File: config.mk
export PLATFORM = sky130hd
export DESIGN_NAME = tmr8_timer
export DESIGN_NICKNAME = d
export VERILOG_FILES = /design/src/hdl/tmr8_tick_gen.v /design/src/hdl/tmr8_out_unit.v /design/src/hdl/tmr8_timer.v
export VERILOG_INCLUDE_DIRS = /design/src /design/src/hdl
export SDC_FILE = /design/constraint.sdc
export NUM_CORES = 1
export LEC_CHECK = 0
export ABC_AREA = 1
export BUFFER_PORTS_ARGS = -buffer_cell sky130_fd_sc_hd__buf_2
export CORE_MARGIN = 4
export CORE_UTILIZATION = 45
export CTS_BUF_LIST = sky130_fd_sc_hd__clkbuf_4 sky130_fd_sc_hd__clkbuf_8 sky130_fd_sc_hd__clkbuf_16
export CTS_CLUSTER_DIAMETER = 50
export DETAILED_ROUTE_END_ITERATION = 16
export GPL_TIMING_DRIVEN = 0
export PLACE_DENSITY = 0.66
export SLEW_MARGIN = 10
export SYNTH_ARGS = -nofsm -noshare
export SYNTH_HDL_FRONTEND = slang
export SYNTH_SLANG_ARGS = --single-unit
File: constraint.sdc
create_clock -name REF_CLK_IN -period 4.32 [get_ports REF_CLK_IN]
set_clock_uncertainty 0.05 [all_clocks]
set_input_delay 0.648 -clock REF_CLK_IN [delete_from_list [all_inputs] [get_ports REF_CLK_IN]]
set_output_delay 0.648 -clock REF_CLK_IN [all_outputs]
set_load 0.05 [all_outputs]
File: src/hdl/tmr8_defines.vh
// constants for the 8-bit dual compare pwm timer
// Summary of operation
// - counter and compare registers are 8 bits
// - bottom is 0x00, max is 0xFF
// - top is 0xFF or compare A
// - clock select zero stops the counter
// - tick from prescaler or external edge
// - each tick clears, increments or decrements
// - cpu reads and writes counter anytime
// - cpu counter write beats count or clear
// - three-bit waveform mode split over controls
// - overflow flag set per mode
// - continuous equality compare for A and B
// - match sets flag one tick later
// - flag cleared by service or write one
// - flags in one register, masks in another
// - compare double buffered in pwm modes
// - buffer transfer only at top or bottom
// - cpu compare access hits buffer when buffered
// - force strobe updates output only, non-pwm
// - counter write blocks next tick match
// - output states kept across mode change
// - compare output mode takes effect immediately
// - module runs only with power-off bit clear
// - normal mode wraps, overflow at zero
// - mode 2 clears on compare A match
// - fast pwm modes 3 and 7
// - output mode zero leaves output unchanged
`ifndef TMR8_DEFINES_VH
`define TMR8_DEFINES_VH
`define TMR8_BOTTOM      8'h00
`define TMR8_MAX         8'hff
`define TMR8_RST8        8'h00
`define TMR8_WGM_NORMAL  3'h0
`define TMR8_WGM_PCPWM   3'h1
`define TMR8_WGM_CTC     3'h2
`define TMR8_WGM_FAST    3'h3
`define TMR8_WGM_PCPWM_A 3'h5
`define TMR8_WGM_FAST_A  3'h7
`define TMR8_CS_STOP     3'h0
`define TMR8_CS_DIV1     3'h1
`define TMR8_CS_DIV8     3'h2
`define TMR8_CS_DIV64    3'h3
`define TMR8_CS_DIV256   3'h4
`define TMR8_CS_DIV1024  3'h5
`define TMR8_CS_EXT_FALL 3'h6
`define TMR8_CS_EXT_RISE 3'h7
`define TMR8_FLAG_OVF    0
`define TMR8_FLAG_MA     1
`define TMR8_FLAG_MB     2
`endif

File: src/hdl/tmr8_tick_gen.v
// timer tick source: prescaler or external count input edge
`timescale 1ns/1ps
`include "tmr8_defines.vh"
module tmr8_tick_gen (
   input  wire       clk_in,      // system clock
   input  wire       rstn_in,     // sync reset, active low
   input  wire       run_in,      // module powered
   input  wire [2:0] cs_in,       // clock source select
   input  wire       ext_in,      // external count input, synchronous
   output reg        tick_out     // one-cycle timer tick
);
   reg [9:0] pre_r;
   reg       ext_r;
   reg       tick_nxt;

   // free prescaler plus edge history of the external input
   always @(posedge clk_in) begin
      if (!rstn_in) begin
         pre_r <= 10'h000;
         ext_r <= 1'b0;
      end else begin
         pre_r <= run_in ? pre_r + 10'h001 : 10'h000;
         ext_r <= ext_in;
      end
   end

   // pick the tick; stop and power-off give no tick at all
   always @* begin
      case (cs_in)
         `TMR8_CS_DIV1:     tick_nxt = 1'b1;
         `TMR8_CS_DIV8:     tick_nxt = (pre_r[2:0] == 3'h7);
         `TMR8_CS_DIV64:    tick_nxt = (pre_r[5:0] == 6'h3f);
         `TMR8_CS_DIV256:   tick_nxt = (pre_r[7:0] == 8'hff);
         `TMR8_CS_DIV1024:  tick_nxt = (pre_r == 10'h3ff);
         `TMR8_CS_EXT_FALL: tick_nxt = ext_r & ~ext_in;
         `TMR8_CS_EXT_RISE: tick_nxt = ~ext_r & ext_in;
         default:           tick_nxt = 1'b0;
      endcase
   end

   always @(posedge clk_in) begin
      if (!rstn_in)
         tick_out <= 1'b0;
      else
         tick_out <= run_in & tick_nxt;
   end
endmodule // tmr8_tick_gen

File: src/hdl/tmr8_out_unit.v
// one output compare state register with its waveform actions
`timescale 1ns/1ps
`include "tmr8_defines.vh"
module tmr8_out_unit (
   input  wire       clk_in,      // system clock
   input  wire       rstn_in,     // sync reset, active low
   input  wire [1:0] com_in,      // compare output mode
   input  wire       pwm_in,      // fast pwm mode active
   input  wire       match_in,    // qualified match on a tick
   input  wire       bottom_in,   // counter restarts at bottom on a tick
   input  wire       force_in,    // force strobe, non-pwm only
   output reg        oc_out       // output compare state
);
   reg oc_nxt;

   // com is read live, so a change applies at the next event
   always @* begin
      oc_nxt = oc_out;
      if (!pwm_in) begin
         if (match_in | force_in) begin
            case (com_in)
               2'h1:    oc_nxt = ~oc_out;
               2'h2:    oc_nxt = 1'b0;
               2'h3:    oc_nxt = 1'b1;
               default: oc_nxt = oc_out;
            endcase
         end
      end else if (com_in[1]) begin
         // inverting mode sets on match, clears at bottom
         if (match_in)
            oc_nxt = com_in[0];
         else if (bottom_in)
            oc_nxt = ~com_in[0];
      end
   end

   always @(posedge clk_in) begin
      if (!rstn_in)
         oc_out <= 1'b0;
      else
         oc_out <= oc_nxt;
   end
endmodule // tmr8_out_unit

File: src/hdl/tmr8_timer.v
// 8-bit timer/counter with two compare units, top module
`timescale 1ns/1ps
`include "tmr8_defines.vh"
module tmr8_timer (
   input  wire       REF_CLK_IN,         // 40 mhz system clock
   input  wire       RSTN_IN,            // sync reset, active low
   input  wire       POWER_OFF_BIT_IN,   // timer power-off bit, 1 halts
   input  wire [1:0] WGM_LOW_IN,         // waveform mode bits 1:0, control a
   input  wire       WGM_HIGH_IN,        // waveform mode bit 2, control b
   input  wire [2:0] CLOCK_SOURCE_IN,    // clock source select, control b
   input  wire [1:0] COM_A_IN,           // compare output mode a
   input  wire [1:0] COM_B_IN,           // compare output mode b
   input  wire       FORCE_A_IN,         // force compare strobe a
   input  wire       FORCE_B_IN,         // force compare strobe b
   input  wire       EXT_COUNT_IN,       // external count input pin
   input  wire       CNT_WR_IN,          // counter write strobe
   input  wire       CMPA_WR_IN,         // compare a write strobe
   input  wire       CMPB_WR_IN,         // compare b write strobe
   input  wire [7:0] WDATA_IN,           // write data
   input  wire [2:0] FLAG_CLR_IN,        // write one to clear flags
   input  wire [2:0] IRQ_ACK_IN,         // interrupt serviced, clears flag
   input  wire [2:0] MASK_WR_DATA_IN,    // new interrupt mask
   input  wire       MASK_WR_IN,         // mask write strobe
   output reg  [7:0] COUNT_VALUE_OUT,    // counter value
   output reg  [7:0] COMPARE_A_OUT,      // compare a as cpu sees it
   output reg  [7:0] COMPARE_B_OUT,      // compare b as cpu sees it
   output reg  [2:0] IRQ_FLAGS_OUT,      // overflow, match a, match b
   output reg  [2:0] IRQ_MASK_OUT,       // interrupt mask
   output reg  [2:0] IRQ_REQ_OUT,        // masked interrupt requests
   output reg        AT_MAX_OUT,         // counter at max
   output reg        AT_BOTTOM_OUT,      // counter at bottom
   output reg        COMPARE_OUT_A_OUT,  // output compare state a
   output reg        COMPARE_OUT_B_OUT,  // output compare state b
   output reg        PIN_OVERRIDE_A_OUT, // output a overrides port
   output reg        PIN_OVERRIDE_B_OUT  // output b overrides port
);
   reg  [7:0] count_value_r;
   reg  [7:0] count_nxt;
   reg  [7:0] compare_value_a_r;         // active compare a
   reg  [7:0] compare_value_b_r;
   reg  [7:0] buf_a_r;                   // buffer registers
   reg  [7:0] buf_b_r;
   reg  [2:0] flags_r;
   reg  [2:0] flags_nxt;
   reg  [2:0] mask_r;
   reg        block_r;                   // counter write blocks next tick
   reg        down_r;                    // phase correct direction
   reg        ovf_set;
   wire [2:0] waveform_mode;
   wire       timer_tick;
   wire       run;
   wire       pwm_mode;
   wire       fast_mode;
   wire       pc_mode;
   wire [7:0] top_val;
   wire       at_top;
   wire       eq_a;
   wire       eq_b;
   wire       match_a;
   wire       match_b;
   wire       restart;
   wire       oc_a;
   wire       oc_b;

   // returns 1 when mode uses compare a as top
   function top_is_a;
      input [2:0] m;
      begin
         top_is_a = (m == `TMR8_WGM_CTC) || (m == `TMR8_WGM_FAST_A) ||
                    (m == `TMR8_WGM_PCPWM_A);
      end
   endfunction

   assign run           = ~POWER_OFF_BIT_IN;
   assign waveform_mode = {WGM_HIGH_IN, WGM_LOW_IN};
   assign fast_mode     = (waveform_mode == `TMR8_WGM_FAST) ||
                          (waveform_mode == `TMR8_WGM_FAST_A);
   assign pc_mode       = (waveform_mode == `TMR8_WGM_PCPWM) ||
                          (waveform_mode == `TMR8_WGM_PCPWM_A);
   assign pwm_mode      = fast_mode | pc_mode;
   assign top_val       = top_is_a(waveform_mode) ? compare_value_a_r
                                                  : `TMR8_MAX;
   assign at_top        = (count_value_r == top_val);
   // comparator runs on every cycle, qualified by tick and block
   assign eq_a          = (count_value_r == compare_value_a_r);
   assign eq_b          = (count_value_r == compare_value_b_r);
   assign match_a       = timer_tick & eq_a & ~block_r & ~CNT_WR_IN;
   assign match_b       = timer_tick & eq_b & ~block_r & ~CNT_WR_IN;
   // a counter write discards the restart, so the bottom action goes too
   assign restart       = timer_tick & fast_mode & at_top & ~CNT_WR_IN;

   tmr8_tick_gen u_tick (
      .clk_in   (REF_CLK_IN),
      .rstn_in  (RSTN_IN),
      .run_in   (run),
      .cs_in    (CLOCK_SOURCE_IN),
      .ext_in   (EXT_COUNT_IN),
      .tick_out (timer_tick)
   );

   // next count: cpu write first, then mode sequence on a tick
   always @* begin
      count_nxt = count_value_r;
      ovf_set   = 1'b0;
      if (CNT_WR_IN) begin
         count_nxt = WDATA_IN;
      end else if (timer_tick) begin
         case (waveform_mode)
            `TMR8_WGM_CTC: begin
               if (eq_a)
                  count_nxt = `TMR8_BOTTOM;
               else
                  count_nxt = count_value_r + 8'h01;
               ovf_set = (count_value_r == `TMR8_MAX);
            end
            `TMR8_WGM_FAST, `TMR8_WGM_FAST_A: begin
               count_nxt = at_top ? `TMR8_BOTTOM : count_value_r + 8'h01;
               ovf_set   = at_top;
            end
            `TMR8_WGM_PCPWM, `TMR8_WGM_PCPWM_A: begin
               // dual slope: overflow marks the turn at bottom
               if (down_r)
                  count_nxt = count_value_r - 8'h01;
               else
                  count_nxt = count_value_r + 8'h01;
               if (at_top && !down_r)
                  count_nxt = count_value_r - 8'h01;
               if (count_value_r == `TMR8_BOTTOM && down_r)
                  count_nxt = count_value_r + 8'h01;
               ovf_set = (count_value_r == `TMR8_BOTTOM) && down_r;
            end
            default: begin
               count_nxt = count_value_r + 8'h01;
               ovf_set   = (count_value_r == `TMR8_MAX);
            end
         endcase
      end
   end

   // counter, direction and blocking state
   always @(posedge REF_CLK_IN) begin
      if (!RSTN_IN) begin
         count_value_r <= `TMR8_RST8;
         down_r        <= 1'b0;
         block_r       <= 1'b0;
      end else begin
         count_value_r <= count_nxt;
         // block survives until the next tick consumes it
         if (CNT_WR_IN)
            block_r <= 1'b1;
         else if (timer_tick)
            block_r <= 1'b0;
         if (!pc_mode)
            down_r <= 1'b0;
         else if (timer_tick && !CNT_WR_IN) begin
            if (at_top)
               down_r <= 1'b1;
            else if (count_value_r == `TMR8_BOTTOM)
               down_r <= 1'b0;
         end
      end
   end

   // compare registers: direct when unbuffered, buffer when pwm
   always @(posedge REF_CLK_IN) begin
      if (!RSTN_IN) begin
         compare_value_a_r <= `TMR8_RST8;
         compare_value_b_r <= `TMR8_RST8;
         buf_a_r           <= `TMR8_RST8;
         buf_b_r           <= `TMR8_RST8;
      end else begin
         if (CMPA_WR_IN)
            buf_a_r <= WDATA_IN;
         if (CMPB_WR_IN)
            buf_b_r <= WDATA_IN;
         if (!pwm_mode) begin
            if (CMPA_WR_IN)
               compare_value_a_r <= WDATA_IN;
            if (CMPB_WR_IN)
               compare_value_b_r <= WDATA_IN;
         end else if (timer_tick &&
                      ((fast_mode && at_top) ||
                       (pc_mode && at_top && !down_r))) begin
            // update at top keeps pwm pulses glitch free
            compare_value_a_r <= buf_a_r;
            compare_value_b_r <= buf_b_r;
         end
      end
   end

   // flags: a hardware set in the same cycle as a clear wins
   always @* begin
      flags_nxt = flags_r & ~(FLAG_CLR_IN | IRQ_ACK_IN);
      if (ovf_set)
         flags_nxt[`TMR8_FLAG_OVF] = 1'b1;
      if (match_a)
         flags_nxt[`TMR8_FLAG_MA] = 1'b1;
      if (match_b)
         flags_nxt[`TMR8_FLAG_MB] = 1'b1;
   end

   always @(posedge REF_CLK_IN) begin
      if (!RSTN_IN) begin
         flags_r <= 3'h0;
         mask_r  <= 3'h0;
      end else begin
         flags_r <= flags_nxt;
         if (MASK_WR_IN)
            mask_r <= MASK_WR_DATA_IN;
      end
   end

   tmr8_out_unit u_out_a (
      .clk_in    (REF_CLK_IN),
      .rstn_in   (RSTN_IN),
      .com_in    (COM_A_IN),
      .pwm_in    (fast_mode),
      .match_in  (match_a),
      .bottom_in (restart),
      .force_in  (FORCE_A_IN & ~pwm_mode),
      .oc_out    (oc_a)
   );

   tmr8_out_unit u_out_b (
      .clk_in    (REF_CLK_IN),
      .rstn_in   (RSTN_IN),
      .com_in    (COM_B_IN),
      .pwm_in    (fast_mode),
      .match_in  (match_b),
      .bottom_in (restart),
      .force_in  (FORCE_B_IN & ~pwm_mode),
      .oc_out    (oc_b)
   );

   // registered view of the internal state
   always @(posedge REF_CLK_IN) begin
      if (!RSTN_IN) begin
         COUNT_VALUE_OUT    <= 8'h00;
         COMPARE_A_OUT      <= 8'h00;
         COMPARE_B_OUT      <= 8'h00;
         IRQ_FLAGS_OUT      <= 3'h0;
         IRQ_MASK_OUT       <= 3'h0;
         IRQ_REQ_OUT        <= 3'h0;
         AT_MAX_OUT         <= 1'b0;
         AT_BOTTOM_OUT      <= 1'b0;
         COMPARE_OUT_A_OUT  <= 1'b0;
         COMPARE_OUT_B_OUT  <= 1'b0;
         PIN_OVERRIDE_A_OUT <= 1'b0;
         PIN_OVERRIDE_B_OUT <= 1'b0;
      end else begin
         COUNT_VALUE_OUT    <= count_nxt;
         COMPARE_A_OUT      <= pwm_mode ? buf_a_r : compare_value_a_r;
         COMPARE_B_OUT      <= pwm_mode ? buf_b_r : compare_value_b_r;
         IRQ_FLAGS_OUT      <= flags_nxt;
         IRQ_MASK_OUT       <= MASK_WR_IN ? MASK_WR_DATA_IN : mask_r;
         IRQ_REQ_OUT        <= flags_nxt & (MASK_WR_IN ? MASK_WR_DATA_IN : mask_r);
         AT_MAX_OUT         <= (count_nxt == `TMR8_MAX);
         AT_BOTTOM_OUT      <= (count_nxt == `TMR8_BOTTOM);
         COMPARE_OUT_A_OUT  <= oc_a;
         COMPARE_OUT_B_OUT  <= oc_b;
         PIN_OVERRIDE_A_OUT <= |COM_A_IN;
         PIN_OVERRIDE_B_OUT <= |COM_B_IN;
      end
   end
endmodule // tmr8_timer

==> results of run 1 <==
## stage by stage
step           instance area, µm²  utilization (%)  cells  setup WS, ns
5_1_grt                      5111            54.80    852         1.652
3_3_place_gp                 4893            52.46    836         1.596
4_1_cts                      5111            54.80    852         1.860
6_report                     5111            54.80    852         1.811
2_1_floorplan                4357                -    632         2.041
3_5_place_dp                 4893            52.46    836         1.584
## cells in the mapped netlist (all sizes together)
| library cell | number | area share [%] |
|---|---|---|
| a221oi | 1 | 0.20 |
| buf | 10 | 1.4 |
| o21ai | 65 | 7.5 |
| nor4 | 4 | 0.57 |
| clkbuf | 16 | 1.4 |
| xnor2 | 3 | 0.60 |
| dfxtp | 87 | 40 |
| nor3b | 2 | 0.34 |
| inv | 73 | 6.3 |
| o31ai | 2 | 0.34 |
| xor2 | 12 | 2.4 |
| nor2 | 50 | 4.8 |
| a41oi | 1 | 0.20 |
| nand3 | 25 | 3.1 |
| ha | 5 | 1.4 |
| nor3 | 6 | 0.95 |
| a211oi | 1 | 0.17 |
| nand2 | 168 | 15 |
| a31oi | 5 | 0.72 |
| nand4 | 12 | 1.7 |
| or2 | 1 | 0.14 |
| clkinv | 1 | 0.086 |
| o2111ai | 1 | 0.20 |
| o32ai | 1 | 0.20 |
| a22oi | 7 | 1.2 |
| a21oi | 73 | 8.7 |
## cells by family after synthesis
group,count (synthesis),share of synthesized area [%]
buffers and inverters,100,9.190
adder cells (fa/ha/maj),5,1.436
XOR/XNOR,15,3.016
AO/OA/AOI/OAI,157,19.44
AND/OR/NAND/NOR,268,26.94
flip-flops,87,39.98
## worst min-delay path, stage by stage (launching register included)
cell and delay [ns]:
dfxtp_1 0.33, nand2_1 0.06, inv_1 0.03
## flip-flops by register name (all words and copies together), names as in the netlist, 3 cells and up
| register | count |
|---|---|
| COMPARE_A_OUT | 8 |
| COMPARE_B_OUT | 8 |
| IRQ_MASK_OUT | 3 |
| COUNT_VALUE_OUT | 8 |
| buf_b_r | 8 |
| buf_a_r | 8 |
| IRQ_REQ_OUT | 3 |
| compare_value_a_r | 8 |
| IRQ_FLAGS_OUT | 3 |
| u_tick.pre_r | 10 |
| compare_value_b_r | 8 |
## area by class of cell
cell class,instances,share of cell area (%)
Timing Repair Buffer,75,7.344
Inverter,74,5.435
Buffer,26,2.399
Clock inverter,6,1.567
Sequential cell,87,34.08
Clock buffer,10,2.693
Multi-Input combinational cell,445,43.33
Tap cell,129,3.158
## worst max-delay path by stage
| stage | cells after the start | slack, ns | endpoint | start |
|---|---|---|---|---|
| finish | 12 | 1.81 | compare_value_b_r[6] | COUNT_VALUE_OUT[1] |
| floorplan | 13 | 2.04 | compare_value_b_r[3] | COUNT_VALUE_OUT[2] |
| CTS | 12 | 1.86 | compare_value_a_r[6] | COUNT_VALUE_OUT[1] |
| detailed placement | 14 | 1.58 | compare_value_b_r[5] | WGM_HIGH_IN |
| global placement | 14 | 1.60 | compare_value_b_r[5] | WGM_LOW_IN[0] |
| global route | 12 | 1.65 | compare_value_a_r[6] | COUNT_VALUE_OUT[1] |
## layer usage
metal  vias up  GRT usage (%)  routed length, µm
li1       2242              -                  -
met1      2027          30.75               5672
met2       151          38.33               6316
met3        16          3.825                805
met4         0          7.401                225
met5         -              0                  0
## power breakdown
group	internal, W	leakage, nW	switching [W]	total [W]
logic	0.000104	1.55	0.000247	0.000351
registers	0.000842	0.714	0.0000257	0.000868
clock network	0.000292	0.106	0.000315	0.000608
## layout by cell type (no fill, tap or decap), drive strengths merged, types with 6 or more instances in the layout
cell type	n
dfxtp	87
a21oi	73
nand4	12
buf	85
inv	74
nand3	25
nor2	50
xor2	12
o21ai	65
nor3	6
clkbuf	26
nand2	168
a22oi	7
==> impl_metrics.csv, run 1 <==
group,metric,value,unit
run_status,outcome,"completed",
floorplan,die_h,106.4,µm
grt,grt_pass1_wl,20930,µm
clocking,clock-sinks,87,
route,num_vias,4436,
timing,post-route-period-util,58.08,%
setup_path,reg2reg_to,"compare_value_b_r[6]",
setup_path,reg2reg_depth,12,
grt,grt_max_degree,17,
route,routedWlPerCell,15.28,µm
floorplan,row_count,35,
clocking,hold_buffers,0,
floorplan,dieWidth,106.4,µm
logic_synthesis,mappedNetlistArea,0.004357,mm²
clocking,cts_tree,"done",
logic_synthesis,syn_nets,674,
floorplan,coreArea,0.009328,mm²
clocking,clkTransAtPathRegs,0.09,ns
timing,fin_tns_setup,0,ns
route,postRouteAntennaNets,0,
timing,worst_slew_pin_slew,0.6667,ns
setup_path,path_buf_inv,2,
power_and_ir_drop,p_leak,2.374,nW
route,viasPerCell,5.207,
timing,max-slew-margin-rel,55.14,%
min_path,hp-class,"flip-flop to flip-flop",
route,wl,13020,µm
setup_path,critPathMostFrequentCell,"nand2_1",
clocking,post_cts_buffers,0,
timing,rsz0062_at_grt,"false",
power_and_ir_drop,ir_drop,0.1911,mV
setup_path,rrSetupSlack,1.81,ns
setup_path,crit_path_end_kind,"flip-flop",
logic_synthesis,ys_ff_latch,87,
layout,multi_input_area,0.002215,mm²
clocking,cts-root-buf,"clkbuf_8",
logic_synthesis,avgSynthCellArea,6.893,µm²
place,dp_hpwl,10060,µm
timing,clock.fmax,398.6,MHz
layout,fillers,970,
clocking,ctsHtreeMaxLevel,3,
layout,seq_area,0.001742,mm²
setup_path,cpPeakStageDelay,0.62,ns
timing,finalMaxSlewViolations,0,
clocking,numCtsBuffers,9,
run,drv_cap,0,
route,drt-initial-drc-count,297,
setup_path,startpoint_type,"flip-flop",
grt,antenna_found_initial,0,
min_path,hold_depth,2,
min_path,whs_endpoint,"COMPARE_OUT_B_OUT",
floorplan,io_pins,76,
route,dr.pass1.iters,5,
layout,n_antenna_cell,0,
timing,hold_slack,0.3996,ns
setup_path,crit_slowest_cell,"dfxtp_1",
timing,final.min_clock_period,2.509,ns
timing,setup_viol,0,
layout,fin_nets,760,
clocking,clock_latency,0.35,ns
floorplan,start_util,46.71,%
setup_path,worstPathCellList,"nand3_1 > nor2_2 > nand2_1 > nand2_1 > nand3_1 > nor2_2 > o2111ai_1 > nand2_1 > inv_2 > buf_2 > o21ai_1 > a21oi_1",
clocking,cts_buffer_depth,2,
clocking,post_cts_resize_count,0,
setup_path,cp.arrival,2.70,ns
logic_synthesis,synth_cells,632,
logic_synthesis,yosysWarnings,0,
setup_path,r2r-start,"COUNT_VALUE_OUT[1]",
setup_path,crit_required,4.51,ns
place,gp_congestion,0.9766,
setup_path,critPathTopFamily,"simple AND/OR/NAND/NOR gates",
setup_path,crit_fanout,10,
grt,grt_overflow,0,
power_and_ir_drop,p_per_area,357.4,mW/mm²
logic_synthesis,synth_cell_types,37,
grt,grt_usage,23.16,%
place,placement.io_buffers,75,
route,drc,0,
floorplan,die_area,0.01132,mm²
min_path,hold_start,"u_out_b.oc_out",
timing,hold_violations,0,
layout,area_delta_synth_final,17.32,%
setup_path,path_class,"flip-flop to flip-flop",
logic_synthesis,ys_seq_area_share,39.98,%
layout,drive_above_1_share,18.67,%
grt,grt_pass1_vias,4235,
power_and_ir_drop,total_power,0.001827,W
No activity file was read; power rests on OpenSTA's default activity.
==> inputs of run 2 (changes only) <==
- PLACE_DENSITY: 0.66 -> 0.69
- clock period: 4.32 -> 2.3 ns (I/O delays scaled with it)
==> impl_metrics.csv, run 2 (synthesis results as in run 1) <==
group,metric,value,unit
floorplan,io_pins,76,
layout,area_delta_synth_final,23.52,%
route,routedWlPerCell,15.56,µm
layout,fillers,979,
timing,max-slew-margin-rel,53.43,%
place,placed_area,0.004893,mm²
layout,stdcell_count,865,
clocking,hold_buffers,0,
route,postRouteAntennaNets,0,
clocking,clock_latency,0.37,ns
run_status,outcome,"completed",
layout,layout_commonest_cell,"nand2_1",
timing,finalMaxSlewViolations,0,
timing,clock.fmax,463.7,MHz
timing,worst_slew_pin_slew,0.6986,ns
power_and_ir_drop,ir_drop,0.3768,mV
layout,fin_util,57.69,%
grt,grt_usage,23.58,%
layout,n_antenna_cell,0,
grt,antenna_found_initial,0,
floorplan,row_count,35,
power_and_ir_drop,p_leak,2.480,nW
min_path,hp-class,"input pin to flip-flop",
clocking,clkTransAtPathRegs,0.10,ns
clocking,cts-root-buf,"clkbuf_8",
grt,grt_max_degree,17,
clocking,numCtsBuffers,9,
floorplan,die_area,0.01132,mm²
place,post-place-cells,836,
route,wl,13460,µm
clocking,ctsHtreeMaxLevel,3,
floorplan,dieWidth,106.4,µm
clocking,cts_buffer_depth,2,
timing,fin_tns_setup,0,ns
route,dr.pass1.iters,5,
place,placement.io_buffers,75,
setup_path,cp.arrival,2.41,ns
setup_path,crit_required,2.55,ns
grt,grt_pass1_vias,4288,
floorplan,start_util,46.71,%
route,num_vias,4636,
layout,final_cell_mix,"nand2_1 (145), dfxtp_1 (79), buf_2 (78), a21oi_1 (70), inv_1 (61)",
setup_path,crit_path_end_kind,"flip-flop",
grt,grt_pass1_wl,21220,µm
place,dp_hpwl,10150,µm
setup_path,crit_fanout,7,
setup_path,path_class,"flip-flop to flip-flop",
power_and_ir_drop,p_per_area,663.6,mW/mm²
floorplan,coreArea,0.009328,mm²
layout,regMostFlops,"u_tick.pre_r",
grt,grt_overflow,0,
run,drv_cap,0,
layout,seq_area,0.001757,mm²
clocking,clock-sinks,87,
route,drt-initial-drc-count,321,
layout,final_cell_area,0.005381,mm²
timing,post-route-period-util,93.77,%
setup_path,startpoint_type,"flip-flop",
layout,largest_register_ffs,10,
route,viasPerCell,5.360,
layout,fin_nets,773,
timing,hold_violations,0,
timing,setup_viol,0,
layout,multi_input_area,0.002320,mm²
floorplan,die_h,106.4,µm
clocking,cts_tree,"done",
place,gp_congestion,0.9951,
route,drc,0,
timing,final.min_clock_period,2.157,ns
layout,drive_above_1_share,24.32,%
run 2: cell types whose count changed in the layout (fill, tap and decap cells not counted), moves of 4 or more:
cell	change
nand2_2	+7
buf_6	+6
nand2_4	+4
nor2_2	+4
nand2_1	-11
dfxtp_2	+6
buf_4	+8
dfxtp_1	-8
nor2_1	-5
run 2: power by group:
group | internal (W) | switching, W | total [W]
clock network | 0.000625 | 0.000595 | 0.00122
logic | 0.000228 | 0.000491 | 0.000719
registers | 0.00158 | 0.0000501 | 0.00163
run 2: stage by stage:
step           hold WS (ns)  setup WS, ns  power (W)
2_1_floorplan        0.3674       0.02096   0.002121
5_1_grt              0.1665      -0.03761   0.003739
3_3_place_gp         0.3815       -0.1242   0.002307
6_report             0.1389        0.1432   0.003571
4_1_cts              0.1239       0.02004   0.003539
3_5_place_dp         0.3950       -0.1251   0.002317
run 2: final cells by class:
class | instances | area share, %
Multi-Input combinational cell | 445 | 43.11
Sequential cell | 87 | 32.64
Timing Repair Buffer | 88 | 8.742
Inverter | 74 | 5.348
Tap cell | 129 | 2.999
Buffer | 26 | 2.976
Clock buffer | 9 | 2.302
Clock inverter | 7 | 1.883
run 2: timing repair:
action | in CTS | in global routing
pin swaps | 0 | 13
cloned | 0 | 1
gates resized for setup | 3 | 56
setup buffers | 0 | 12
endpoints found under the setup margin | 16 | 19
run 2: routing by layer:
layer	up-vias	GRT usage (%)	routed length [µm]
met3	26	4.007	857
li1	2268	-	-
met1	2164	30.44	5708
met4	0	9.343	321
met2	178	39.10	6570
met5	-	0	0
run 2: critical path, stage by stage, from the launching register on:
cell,delay [ns]
dfxtp_2,0.36
buf_6,0.14
inv_2,0.06
nand2_1,0.05
nand2_1,0.06
nor2_2,0.12
nand2_2,0.10
nor3_4,0.27
nand2_2,0.07
nand2_2,0.08
nand2_4,0.08
o21ai_1,0.08
nand2_1,0.07
nand2_2,0.12
nand2_1,0.06
nor2_1,0.12
nand2_1,0.07
nor2_2,0.10
run 2: final timing paths:
path,from,endpoint,slack [ns],depth (start not counted)
max,COUNT_VALUE_OUT[7],AT_BOTTOM_OUT,0.14,17
min,EXT_COUNT_IN,u_tick.ext_r,0.14,3
max reg2reg,COUNT_VALUE_OUT[7],AT_BOTTOM_OUT,0.14,17
min reg2reg,u_out_b.oc_out,COMPARE_OUT_B_OUT,0.41,2
